## src/bridge_hdr_pkg.sv

```systemverilog
/*
  Package for the bridge configuration header bank: byte offsets, field positions,
  reset values and the carrier structs shared by the register bank.
  Assumes a byte-wide configuration port with one-cycle read latency.
*/
package bridge_hdr_pkg;

  ////////////////////////////////////////////////////////////////////////////////
  // Byte offsets
  localparam logic [7:0] OFS_PRIMARY_LATENCY_TIMER   = 8'h0d;
  localparam logic [7:0] OFS_HEADER_LAYOUT_CODE      = 8'h0e;
  localparam logic [7:0] OFS_SELF_TEST_CONTROL       = 8'h0f;
  localparam logic [7:0] OFS_BASE_ADDRESS_ZERO       = 8'h10;
  localparam logic [7:0] OFS_BASE_ADDRESS_ONE        = 8'h14;
  localparam logic [7:0] OFS_UPSTREAM_BUS_NUMBER     = 8'h18;
  localparam logic [7:0] OFS_DOWNSTREAM_BUS_NUMBER   = 8'h19;
  localparam logic [7:0] OFS_HIGHEST_BUS_NUMBER      = 8'h1a;
  localparam logic [7:0] OFS_SECONDARY_LATENCY_TIMER = 8'h1b;
  localparam logic [7:0] OFS_IO_WINDOW_BASE          = 8'h1c;
  localparam logic [7:0] OFS_IO_WINDOW_LIMIT         = 8'h1d;
  localparam logic [7:0] OFS_BAR_SPAN                = 8'h08;

  ////////////////////////////////////////////////////////////////////////////////
  // Fields and reset values
  localparam int         IO_CAP_BIT         = 0;
  localparam int         IO_ADDR_LSB        = 4;
  localparam logic [7:0] RST_LATENCY_TIMER  = 8'h00;
  localparam logic [7:0] RST_HEADER_LAYOUT  = 8'h01;
  localparam logic [7:0] RST_SELF_TEST      = 8'h00;
  localparam logic [7:0] RST_BAR_BYTE       = 8'h00;
  localparam logic [7:0] RST_BUS_NUMBER     = 8'h00;
  localparam logic       RST_IO_CAP         = 1'b1;
  localparam logic [3:0] RST_IO_BASE        = 4'hf;
  localparam logic [3:0] RST_IO_LIMIT       = 4'h0;
  localparam logic [11:0] IO_LIMIT_LOW_ONES = 12'hfff;

  typedef struct packed {
    logic [7:0] upstream;
    logic [7:0] downstream;
    logic [7:0] highest;
  } bus_numbers_s;

  typedef struct packed {
    logic       cap32;
    logic [3:0] base;
    logic [3:0] limit;
  } io_window_s;

endpackage

```

## src/bridge_config_header_io_window.sv

```systemverilog
/*
  Configuration header bank of a bridge function, offsets 0x0d to 0x1d, plus the
  I/O window decoder that the base and limit pair steers.
  Assumes a byte-wide config port: one-cycle strobes, read data in the next cycle.
*/
// Decided for this implementation: the address-and-strobe port.
// Contract
// - Primary latency timer byte is read-only and reads zero.
// - Header type byte reads one, a type 1 single-function layout.
// - Self-test byte reads zero; no built-in self-test.
// - Both 32-bit base address registers read zero and claim nothing.
// - Upstream bus number is read/write, resets zero, no behavioural effect.
// - Downstream bus number is read/write, resets zero.
// - Highest bus number is read/write, resets zero.
// - Secondary latency timer byte is read-only and reads zero.
// - Base bit 0 is capability flag, resets one; one means 32-bit I/O.
// - Limit bit 0 mirrors the capability flag, read-only.
// - Base bits 7:4 read/write, reset 0xf, give address bits 15:12 of bottom.
// - Limit bits 7:4 read/write, reset zero, top low twelve bits all ones.
// - Base and limit together decide which I/O transactions are forwarded.
`timescale 1ns/10ps
module bridge_config_header_io_window
#(
  parameter int ADDR_W = 8
)
(
  input  wire logic                         clk,
  input  wire logic                         rst,
  input  wire logic [ADDR_W-1:0]            cfg_addr,
  input  wire logic [7:0]                   cfg_wdata,
  input  wire logic                         cfg_write,
  input  wire logic                         cfg_read,
  output logic      [7:0]                   cfg_rdata,
  input  wire logic [31:0]                  io_req_addr,
  output logic                              io_forward,
  output bridge_hdr_pkg::bus_numbers_s      bus_numbers,
  output bridge_hdr_pkg::io_window_s        io_window
);

  if (ADDR_W < 8)
  begin : g_chk
    $error("ADDR_W must cover offset 0x1d");
  end

  ////////////////////////////////////////////////////////////////////////////////
  // Writable state
  bridge_hdr_pkg::bus_numbers_s bus_q;
  bridge_hdr_pkg::bus_numbers_s bus_d;
  bridge_hdr_pkg::io_window_s   win_q;
  bridge_hdr_pkg::io_window_s   win_d;
  logic [7:0]                   rdata_q;
  logic [7:0]                   rdata_d;
  logic [7:0]                   ofs;

  assign ofs = cfg_addr[7:0];

  always_comb
  begin
    bus_d = bus_q;
    win_d = win_q;
    if (cfg_write)
    begin
      if (ofs == bridge_hdr_pkg::OFS_UPSTREAM_BUS_NUMBER)
      begin
        bus_d.upstream = cfg_wdata;
      end
      else if (ofs == bridge_hdr_pkg::OFS_DOWNSTREAM_BUS_NUMBER)
      begin
        bus_d.downstream = cfg_wdata;
      end
      else if (ofs == bridge_hdr_pkg::OFS_HIGHEST_BUS_NUMBER)
      begin
        bus_d.highest = cfg_wdata;
      end
      else if (ofs == bridge_hdr_pkg::OFS_IO_WINDOW_BASE)
      begin
        // Reserved bits 3:1 are dropped here
        win_d.cap32 = cfg_wdata[bridge_hdr_pkg::IO_CAP_BIT];
        win_d.base  = cfg_wdata[7:4];
      end
      else if (ofs == bridge_hdr_pkg::OFS_IO_WINDOW_LIMIT)
      begin
        // Bit 0 is a mirror, so a write there cannot move the flag
        win_d.limit = cfg_wdata[7:4];
      end
      // Every other offset is read-only; writes fall through unchanged
    end
  end

  ////////////////////////////////////////////////////////////////////////////////
  // Read mux; unmapped offsets read zero
  always_comb
  begin
    rdata_d = 8'h00;
    if (cfg_read)
    begin
      if (ofs == bridge_hdr_pkg::OFS_PRIMARY_LATENCY_TIMER)
      begin
        rdata_d = bridge_hdr_pkg::RST_LATENCY_TIMER;
      end
      else if (ofs == bridge_hdr_pkg::OFS_HEADER_LAYOUT_CODE)
      begin
        rdata_d = bridge_hdr_pkg::RST_HEADER_LAYOUT;
      end
      else if (ofs == bridge_hdr_pkg::OFS_SELF_TEST_CONTROL)
      begin
        rdata_d = bridge_hdr_pkg::RST_SELF_TEST;
      end
      else if (ofs >= bridge_hdr_pkg::OFS_BASE_ADDRESS_ZERO &&
               ofs <  8'(bridge_hdr_pkg::OFS_BASE_ADDRESS_ZERO + bridge_hdr_pkg::OFS_BAR_SPAN))
      begin
        rdata_d = bridge_hdr_pkg::RST_BAR_BYTE;
      end
      else if (ofs == bridge_hdr_pkg::OFS_UPSTREAM_BUS_NUMBER)
      begin
        rdata_d = bus_q.upstream;
      end
      else if (ofs == bridge_hdr_pkg::OFS_DOWNSTREAM_BUS_NUMBER)
      begin
        rdata_d = bus_q.downstream;
      end
      else if (ofs == bridge_hdr_pkg::OFS_HIGHEST_BUS_NUMBER)
      begin
        rdata_d = bus_q.highest;
      end
      else if (ofs == bridge_hdr_pkg::OFS_SECONDARY_LATENCY_TIMER)
      begin
        rdata_d = bridge_hdr_pkg::RST_LATENCY_TIMER;
      end
      else if (ofs == bridge_hdr_pkg::OFS_IO_WINDOW_BASE)
      begin
        rdata_d = {win_q.base, 3'h0, win_q.cap32};
      end
      else if (ofs == bridge_hdr_pkg::OFS_IO_WINDOW_LIMIT)
      begin
        rdata_d = {win_q.limit, 3'h0, win_q.cap32};
      end
    end
  end

  always_ff @(posedge clk or posedge rst)
  begin
    if (rst)
    begin
      bus_q       <= '{bridge_hdr_pkg::RST_BUS_NUMBER, bridge_hdr_pkg::RST_BUS_NUMBER,
                       bridge_hdr_pkg::RST_BUS_NUMBER};
      win_q       <= '{bridge_hdr_pkg::RST_IO_CAP, bridge_hdr_pkg::RST_IO_BASE,
                       bridge_hdr_pkg::RST_IO_LIMIT};
      rdata_q     <= 8'h00;
    end
    else
    begin
      bus_q   <= bus_d;
      win_q   <= win_d;
      rdata_q <= rdata_d;
    end
  end

  ////////////////////////////////////////////////////////////////////////////////
  // I/O window decode, combinational on the request address.
  // In 16-bit mode the upper address half must be zero; upper base and limit
  // registers live outside this bank and are taken as zero.
  logic [31:0] win_lo;
  logic [31:0] win_hi;

  always_comb
  begin
    win_lo     = {16'h0000, win_q.base, 12'h000};
    win_hi     = {16'h0000, win_q.limit, bridge_hdr_pkg::IO_LIMIT_LOW_ONES};
    // Base above limit gives an empty window by the comparison itself
    io_forward = (io_req_addr >= win_lo) && (io_req_addr <= win_hi);
  end

  assign cfg_rdata   = rdata_q;
  assign bus_numbers = bus_q;
  assign io_window   = win_q;

endmodule

```

## config.mk

```make
export PLATFORM = sky130hd
export DESIGN_NAME = bridge_config_header_io_window
export DESIGN_NICKNAME = d
export VERILOG_FILES = /design/src/bridge_hdr_pkg.sv /design/src/bridge_config_header_io_window.sv
export SDC_FILE = /design/constraint.sdc
export NUM_CORES = 1
export LEC_CHECK = 0
export BUFFER_PORTS_ARGS = -buffer_cell sky130_fd_sc_hd__clkbuf_2
export CORE_UTILIZATION = 45
export CTS_CLUSTER_SIZE = 14
export DETAILED_ROUTE_END_ITERATION = 8
export PLACE_DENSITY = 0.76
export SLEW_MARGIN = 10
export SYNTH_ARGS = -nofsm -noshare
export SYNTH_HDL_FRONTEND = slang
export SYNTH_SLANG_ARGS = --single-unit
export TNS_END_PERCENT = 30
```

## constraint.sdc

```tcl
create_clock -name clk -period 4.3 [get_ports clk]
set_input_delay 0.645 -clock clk [delete_from_list [all_inputs] [get_ports clk]]
set_output_delay 0.645 -clock clk [all_outputs]
set_load 0.01 [all_outputs]
```

**After elaboration in Yosys (flattened, before gate mapping)**

Index checks and enable logic that the tools add are counted.
W data, S select, Z words.

- Magnitude comparators: 4
- Equal/unequal tests: 9
- Muxes and demuxes: 11
- Bitwise gates (word level): 4
- Reduce and logical (&&, ||, !) cells: 7

Operator list:

| operator | number |
|---|---|
| $mux W8 | 11 |
| $eq A8 B5 Y1 const B | 6 |
| $ge A32 B16 Y1 | 1 |
| $le A32 B16 Y1 | 1 |
| $eq A8 B4 Y1 const B | 3 |
| $ge A8 B5 Y1 const B | 1 |
| $lt A8 B5 Y1 const B | 1 |
| $reduce_and A6 Y1 | 1 |
| $reduce_and A5 Y1 | 1 |
| $not A1 Y1 | 4 |
| $reduce_and A4 Y1 | 1 |
| $reduce_and A3 Y1 | 1 |
| $logic_and A1 B1 Y1 | 2 |
| $reduce_and A2 Y1 | 1 |

- Bits in registers: 41
- Input port bits: 52
- Output and inout port bits: 42
- Logic and storage cells: 42

**Logic depth before layout (Yosys ltp)**

Gate-level depths: netlist of run 1.

- Depth after elaboration: 12
- Mapped depth: 6

**Worst setup path after synthesis of run 1**

Ideal clock, no wire load.

- Kind: input -> output
- Start point: input io_req_addr[13]
- End point: output io_forward
- Data arrival time: 1529 ps
- Required time: 3655 ps
- Path slack: 2126 ps
- Stages: 4
- Path buffers: 0
- Cell sequence: ha_1 > nand4_1 > o41ai_1 > and3_1

- Word-level cells in the longest chain between the ends: 2
- Elaborated cells on any way between the ends: 3

RTL lines:

| what | RTL line | source |
|---|---|---|
| start, declared | bridge_config_header_io_window.sv:34 | `input wire logic [31:0] io_req_addr,` |
| $ge A32 B16 Y1 or $le A32 B16 Y1 (tied branches) | bridge_config_header_io_window.sv:171 | `io_forward = (io_req_addr >= win_lo) && (io_req_addr <= win_hi);` |
| $logic_and A1 B1 Y1 (*) | bridge_config_header_io_window.sv:171 |  |
| end, declared | bridge_config_header_io_window.sv:35 | `output logic io_forward,` |

Mark *: on every way between the ends. The rest lies on a longest branch, timed or not.

**Final worst setup path of run 1**

- Start point: register win_q (netlist bit io_window[1])
- End point: output io_forward

- Word-level cells in the longest chain between the ends: 2

RTL lines:

| what | RTL line | source |
|---|---|---|
| start, declared | bridge_config_header_io_window.sv:49 | `bridge_hdr_pkg::io_window_s win_q;` |
| start signal, assigned | bridge_config_header_io_window.sv:147 | `win_q <= '{bridge_hdr_pkg::RST_IO_CAP, bridge_hdr_pkg::RST_IO_BASE,` |
| start signal, assigned | bridge_config_header_io_window.sv:154 | `win_q <= win_d;` |
| $le A32 B16 Y1 | bridge_config_header_io_window.sv:171 |  |
| $logic_and A1 B1 Y1 | bridge_config_header_io_window.sv:171 |  |

No other way between the ends.

==> impl_metrics.py, run 1 <==
metrics = {
    "sta": {
        "final_setup_vio_count": 0,
        "slew_margin_rel": 0.637,
        "fin_skew_ns": 0.00407,
        "setup_repair_after_global_routing_missed_its_margin": "false",
        "total_negative_setup_slack_ns": 0,
        "worst-slew-pin-transition_ns": 0.545,
        "finalCriticalPeriod_ns": 2.48,
        "fmax_mhz": 403,
        "timing.final.max_slew_violations": 0,
        "post-route-period-util": 0.577,
        "hold_viol_final": 0,
    },
    "final_layout": {
        "mostFrequentLayoutCells": "clkbuf_2 (93), dfrtp_1 (36), mux2_2 (25)",
        "layout-drive-gt1-share": 0.474,
        "leading_cell_type_in_the_layout_fill_and_taps_excluded": "clkbuf_2",
        "diodes": 0,
        "layout-area-overhead-vs-synth_pct": 26.9,
        "final_net_count": 346,
        "post-route-util": 0.615,
    },
    "floorplan": {
        "die_h_um": 71.6,
        "initial_utilization": 0.484,
        "floorplan.io_pins": 94,
        "dieWidth_um": 71.6,
        "fp.dieArea_um2": 5130,
        "core_region_area_um2": 4500,
        "row_count": 24,
    },
    "routing": {
        "drtIter0Drc": 166,
        "via_count": 1846,
        "drc_errors": 0,
        "route.final.wire_length_mm": 5.21,
        "antenna_violating_nets_post_route": 0,
        "vias_per_cell": 5.45,
        "avgRoutedWirePerCell_um": 15.4,
        "drt_pass1_iterations": 4,
    },
    "cts": {
        "cts_hold_buffers": 0,
        "max-clock-path-buffers": 2,
        "cts_root_buf": "clkbuf_8",
        "clock_sinks": 41,
        "cts_inserted_buffers": 5,
        "ctsResizeCount": 0,
        "cts_post_setup_buffers_inserted": 0,
        "clock_tree_from_tritoncts": "built",
        "clock_insertion_delay_at_the_later_pin_of_the_skew_report_ns": 0.29,
        "cts_htree_levels": 2,
        "clk_pin_slew_worst_paths_ns": 0.08,
    },
    "critical_path": {
        "critPathRequiredTime_ns": 3.65,
        "worst-setup-path-type": "register to primary output",
        "cp_max_fo": 4,
        "worstSetupEndpointType": "primary output",
        "critPathLaunchType": "register",
        "ff2ff_path_depth": 4,
        "critPathArrivalTime_ns": 1.84,
    },
    "placed_design": {
        "place_congestion": 0.861,
        "port_buffer_count": 93,
        "place.detailed.hpwl_mm": 3.93,
    },
    "min_path": {
        "holdCritPathClass": "input pin to asynchronous set/reset pin",
    },
    "logic_synthesis": {
        "synthesis.area_um2": 2180,
        "synth_cell_type_count": 43,
        "yosys_warnings": 0,
        "ys.flop_type": "dfrtp_1",
        "synthesis.nets": 252,
        "ys_async_sr_fraction": 1.00,
        "synth.top_cells.by_area": "dfrtp_1 (41%), mux2_2 (13%), dfstp_2 (6.0%)",
        "synth_area_leader_cell": "dfrtp_1",
        "sequential_fraction_of_the_synthesis_area": 0.473,
        "synth-edff-count": 0,
        "synth_seq_cells": 41,
        "syn_avg_cell_area_um2": 11.4,
        "syn_inst": 192,
        "synth.top_cell.area_share": 0.413,
    },
    "grt": {
        "grt.met2_usage": 0.354,
        "grt_pass1_wl_mm": 8.70,
        "grt_start_max_net_pins": 42,
        "most_heavily_used_metal_layer_in_global_routing": "met2",
        "global_route_total_overflow": 0,
        "gr_layer_usage_met3": 0.0563,
        "grt_util_all_layers": 0.223,
        "grt.met1_usage": 0.307,
        "first_global_vias": 1768,
        "number_of_antenna_violations_at_the_first_check_in_global_routing": 0,
    },
    "run_status": {
        "outcome": "completed",
    },
    "power_and_ir_drop": {
        "total_power_mw": 0.775,
        "leakagePower_nw": 1.43,
        "ir_worst_vdd_mv": 0.218,
        "power_per_cell_area_nw_per_um2": 280,
    },
    "flow_run": {
        "maxCapViolCount": 0,
    },
}
==> area by class of cell <==
type | count | area [um2]
Clock inverter | 2 | 10.0
Sequential cell | 41 | 1030
Multi-Input combinational cell | 133 | 1070
Fill cell | 390 | 1740
Timing Repair Buffer | 94 | 473
Inverter | 11 | 41.3
Clock buffer | 6 | 72.6
Tap cell | 52 | 65.1
==> per-stage QoR <==
step / cells / cell area (um2) / setup slack, ns / hold WS (ns)
after global routing: 339 / 2770 / 1.68 / 0.485
after floorplan: 192 / 2180 / 2.13 / 0.541
final: 339 / 2770 / 1.82 / 0.445
after detailed placement: 331 / 2690 / 1.84 / 0.515
after global placement: 331 / 2690 / 1.90 / 0.506
after CTS: 339 / 2770 / 1.81 / 0.454
==> synthesized netlist by cell type, types with 2 or more instances <==
| master | number |
|---|---|
| a211oi_1 | 2 |
| a21oi_1 | 12 |
| a221o_1 | 2 |
| a31oi_1 | 2 |
| and3_1 | 2 |
| buf_2 | 3 |
| clkbuf_1 | 2 |
| dfrtp_1 | 36 |
| dfstp_2 | 5 |
| ha_1 | 8 |
| inv_1 | 11 |
| mux2_1 | 8 |
| mux2_2 | 25 |
| mux2i_1 | 6 |
| nand2_1 | 5 |
| nand2b_1 | 3 |
| nand3_1 | 2 |
| nand3b_1 | 2 |
| nand4_1 | 6 |
| nor2_1 | 12 |
| nor2b_1 | 2 |
| nor3_1 | 4 |
| nor4_1 | 7 |
| o21ai_0 | 4 |
| o31ai_1 | 2 |
| o41ai_1 | 2 |
==> registers in the layout, summed over array words and instances (netlist names) <==
name,cells
bus_numbers,24
io_window,9
cfg_rdata,8
==> routing by layer <==
layer | up-vias | part of all wire
met2 | 52 | 0.47
li1 | 906 | -
met5 | - | 0
met4 | 0 | 0.011
met3 | 5 | 0.048
met1 | 883 | 0.47
==> final timing paths <==
check | from | slack [ns] | endpoint
worst min-delay path | rst | 0.45 | bus_numbers[1]
max in group asynchronous | rst | 3.48 | io_window[8]
min in group clk | bus_numbers[11] | 0.53 | bus_numbers[11]
worst max-delay path | io_window[1] | 1.82 | io_forward
worst min register to register | bus_numbers[11] | 0.53 | bus_numbers[11]
worst max register to register | io_window[4] | 3.07 | cfg_rdata[4]
==> cells by family (layout without fill, tap and decap cells) <==
family	after synthesis	after routing	share of synthesized area
simple gates	56	56	0.162
flops	41	41	0.473
mux	39	39	0.198
compound gates	30	30	0.0872
buf+inv	18	113	0.0344
fa+ha+maj	8	8	0.0459
==> worst max-delay path, stage by stage, from the launching register on <==
cell and delay, ns:
dfrtp_1 0.41, inv_1 0.06, ha_1 0.29, nand4_1 0.10, o41ai_1 0.34, and3_1 0.20, clkbuf_2 0.13
==> report_power, final <==
part | switching, mW | total (mW) | internal [mW]
Clock | 0.129 | 0.242 | 0.112
Sequential | 0.0128 | 0.415 | 0.402
Combinational | 0.0638 | 0.119 | 0.0548
Total | 0.206 | 0.775 | 0.569
Note: power is estimated with default switching activity, not from simulation.
==> run 2, diff against run 1 <==
CORE_UTILIZATION = 43   (was 45)
clock period = 2.15 ns   (was 4.3 ns; I/O delays follow)
==> run 2 against run 1 <==
  * Final area increased by 5.5%
  * Flip-flop and latch count unchanged
  * Non-clock buffer count increased by 11
  * Critical path depth unchanged
  * Clock power increased by 130%
==> impl_metrics.py, run 2 (synthesis gave the netlist of run 1 again) <==
metrics = {
    "run_status": {
        "outcome": "completed",
    },
    "power_and_ir_drop": {
        "ir_worst_vdd_mv": 0.455,
        "leakagePower_nw": 1.50,
        "power_per_cell_area_nw_per_um2": 563,
    },
    "final_layout": {
        "final_net_count": 357,
        "largest_reg_flops": 24,
        "design_area_um2": 2920,
        "layout-area-overhead-vs-synth_pct": 33.9,
        "mostFrequentLayoutCells": "clkbuf_2 (93), dfrtp_1 (36), mux2_2 (25)",
        "layout-drive-gt1-share": 0.510,
        "post-route-util": 0.606,
        "leading_cell_type_in_the_layout_fill_and_taps_excluded": "clkbuf_2",
        "diodes": 0,
        "layout.filler_cells": 439,
    },
    "sta": {
        "fmax_mhz": 476,
        "slew_margin_rel": 0.649,
        "post-route-period-util": 0.978,
        "fin_skew_ns": 0.00726,
        "total_negative_setup_slack_ns": 0,
        "finalCriticalPeriod_ns": 2.10,
        "hold_viol_final": 0,
        "timing.final.max_slew_violations": 0,
        "worst-slew-pin-transition_ns": 0.527,
        "final_setup_vio_count": 0,
    },
    "grt": {
        "grt_start_max_net_pins": 42,
        "first_global_vias": 1895,
        "grt.met1_usage": 0.305,
        "grt_pass1_wl_mm": 9.34,
        "number_of_antenna_violations_at_the_first_check_in_global_routing": 0,
        "grt.met2_usage": 0.382,
        "gr_layer_usage_met3": 0.0428,
        "most_heavily_used_metal_layer_in_global_routing": "met2",
        "grt_util_all_layers": 0.233,
        "global_route_total_overflow": 0,
    },
    "cts": {
        "clock_tree_from_tritoncts": "built",
        "cts_htree_levels": 2,
        "cts_root_buf": "clkbuf_8",
        "clock_sinks": 41,
        "max-clock-path-buffers": 2,
        "clk_pin_slew_worst_paths_ns": 0.08,
        "clock_insertion_delay_at_the_later_pin_of_the_skew_report_ns": 0.29,
        "cts_hold_buffers": 0,
        "cts_inserted_buffers": 5,
    },
    "placed_design": {
        "place_congestion": 0.813,
        "placement.cell_area_um2": 2750,
        "place.detailed.hpwl_mm": 4.38,
        "port_buffer_count": 93,
    },
    "floorplan": {
        "row_count": 25,
        "initial_utilization": 0.453,
        "fp.dieArea_um2": 5360,
        "core_region_area_um2": 4820,
        "die_h_um": 73.2,
        "floorplan.io_pins": 94,
        "dieWidth_um": 73.2,
    },
    "routing": {
        "drtIter0Drc": 137,
        "via_count": 1930,
        "avgRoutedWirePerCell_um": 15.9,
        "vias_per_cell": 5.29,
        "antenna_violating_nets_post_route": 0,
        "route.final.wire_length_mm": 5.80,
        "drc_errors": 0,
        "drt_pass1_iterations": 4,
    },
    "critical_path": {
        "critPathSlowestCell": "dfstp_2",
        "r2r_start": "io_window[4]",
        "worstSetupEndpointType": "primary output",
        "critPathLaunchType": "register",
        "critical_path.reg2reg.endpoint": "cfg_rdata[4]",
        "cp_max_fo": 4,
        "critPathArrivalTime_ns": 1.78,
        "ff2ff_path_depth": 4,
        "critPathRequiredTime_ns": 1.83,
        "cpPeakStageDelay_ns": 0.56,
        "worst-setup-path-type": "register to primary output",
        "slack_of_the_worst_reg_to_reg_path_ns": 0.90,
        "path_cells": "inv_1, ha_1, o21ai_0, a211oi_1, and3_1, clkbuf_2",
    },
    "flow_run": {
        "maxCapViolCount": 0,
    },
    "min_path": {
        "holdCritPathClass": "input pin to asynchronous set/reset pin",
    },
}
[run 2: changes by cell type in the layout (fill, tap and decap cells not counted), sizes merged]
cell    delta
clkinv     -1
clkbuf     +1
buf       +11
[run 2: worst max-delay path by stage]
stage	startpoint	to	cells past startpoint
finish	io_window[5]	io_forward	6
global route	io_window[6]	io_forward	6
CTS	io_window[0]	io_forward	6
detailed placement	cfg_addr[7]	bus_numbers[6]	5
global placement	cfg_addr[7]	bus_numbers[0]	5
floorplan	cfg_addr[7]	bus_numbers[10]	6
[run 2: final cells by class]
type                            count  area [um2]  share of cell area
Clock buffer                        7        96.3              0.0330
Sequential cell                    41        1030               0.353
Clock inverter                      1        5.00             0.00171
Inverter                           11        41.3              0.0141
Multi-Input combinational cell    133        1110               0.379
Tap cell                           67        83.8              0.0287
Timing Repair Buffer              105         556               0.190
[run 2: layer usage]
metal | vias to the layer above | wire (um)
met1 | 933 | 2610
met5 | - | 0
met3 | 8 | 228
li1 | 930 | -
met4 | 0 | 80
met2 | 59 | 2880
[run 2: per-stage QoR]
step / hold slack [ns] / power [mW] / cells / setup slack [ns]
after floorplan: 0.446 / 0.960 / 192 / 0.456
after global placement: 0.450 / 1.08 / 352 / 0.233
after detailed placement: 0.459 / 1.09 / 352 / 0.174
after CTS: 0.142 / 1.65 / 361 / 0.0141
after global routing: 0.185 / 1.72 / 365 / -0.0301
final: 0.128 / 1.65 / 365 / 0.0473
[run 2: critical path, delay by kind of cell, from the launching register on]
kind	cells	cell delay (ns)
flip-flops	1	0.56
AO/OA/AOI/OAI	2	0.30
adder cells (fa/ha/maj)	1	0.27
buffers and inverters	2	0.18
AND/OR/NAND/NOR	1	0.18
[run 2: what timing repair did]
action / CTS / global route
cloned: 0 / 0
buffers inserted: 1 / 4
endpoints found under the setup margin: 1 / 1
gates resized for setup: 0 / 4
pin swaps: 0 / 4
[run 2: where the power goes]
group	leakage (nW)	total [mW]	switching (mW)	internal [mW]
clock network	0.0542	0.554	0.264	0.290
registers	0.549	0.830	0.0251	0.804
logic	0.896	0.262	0.139	0.123
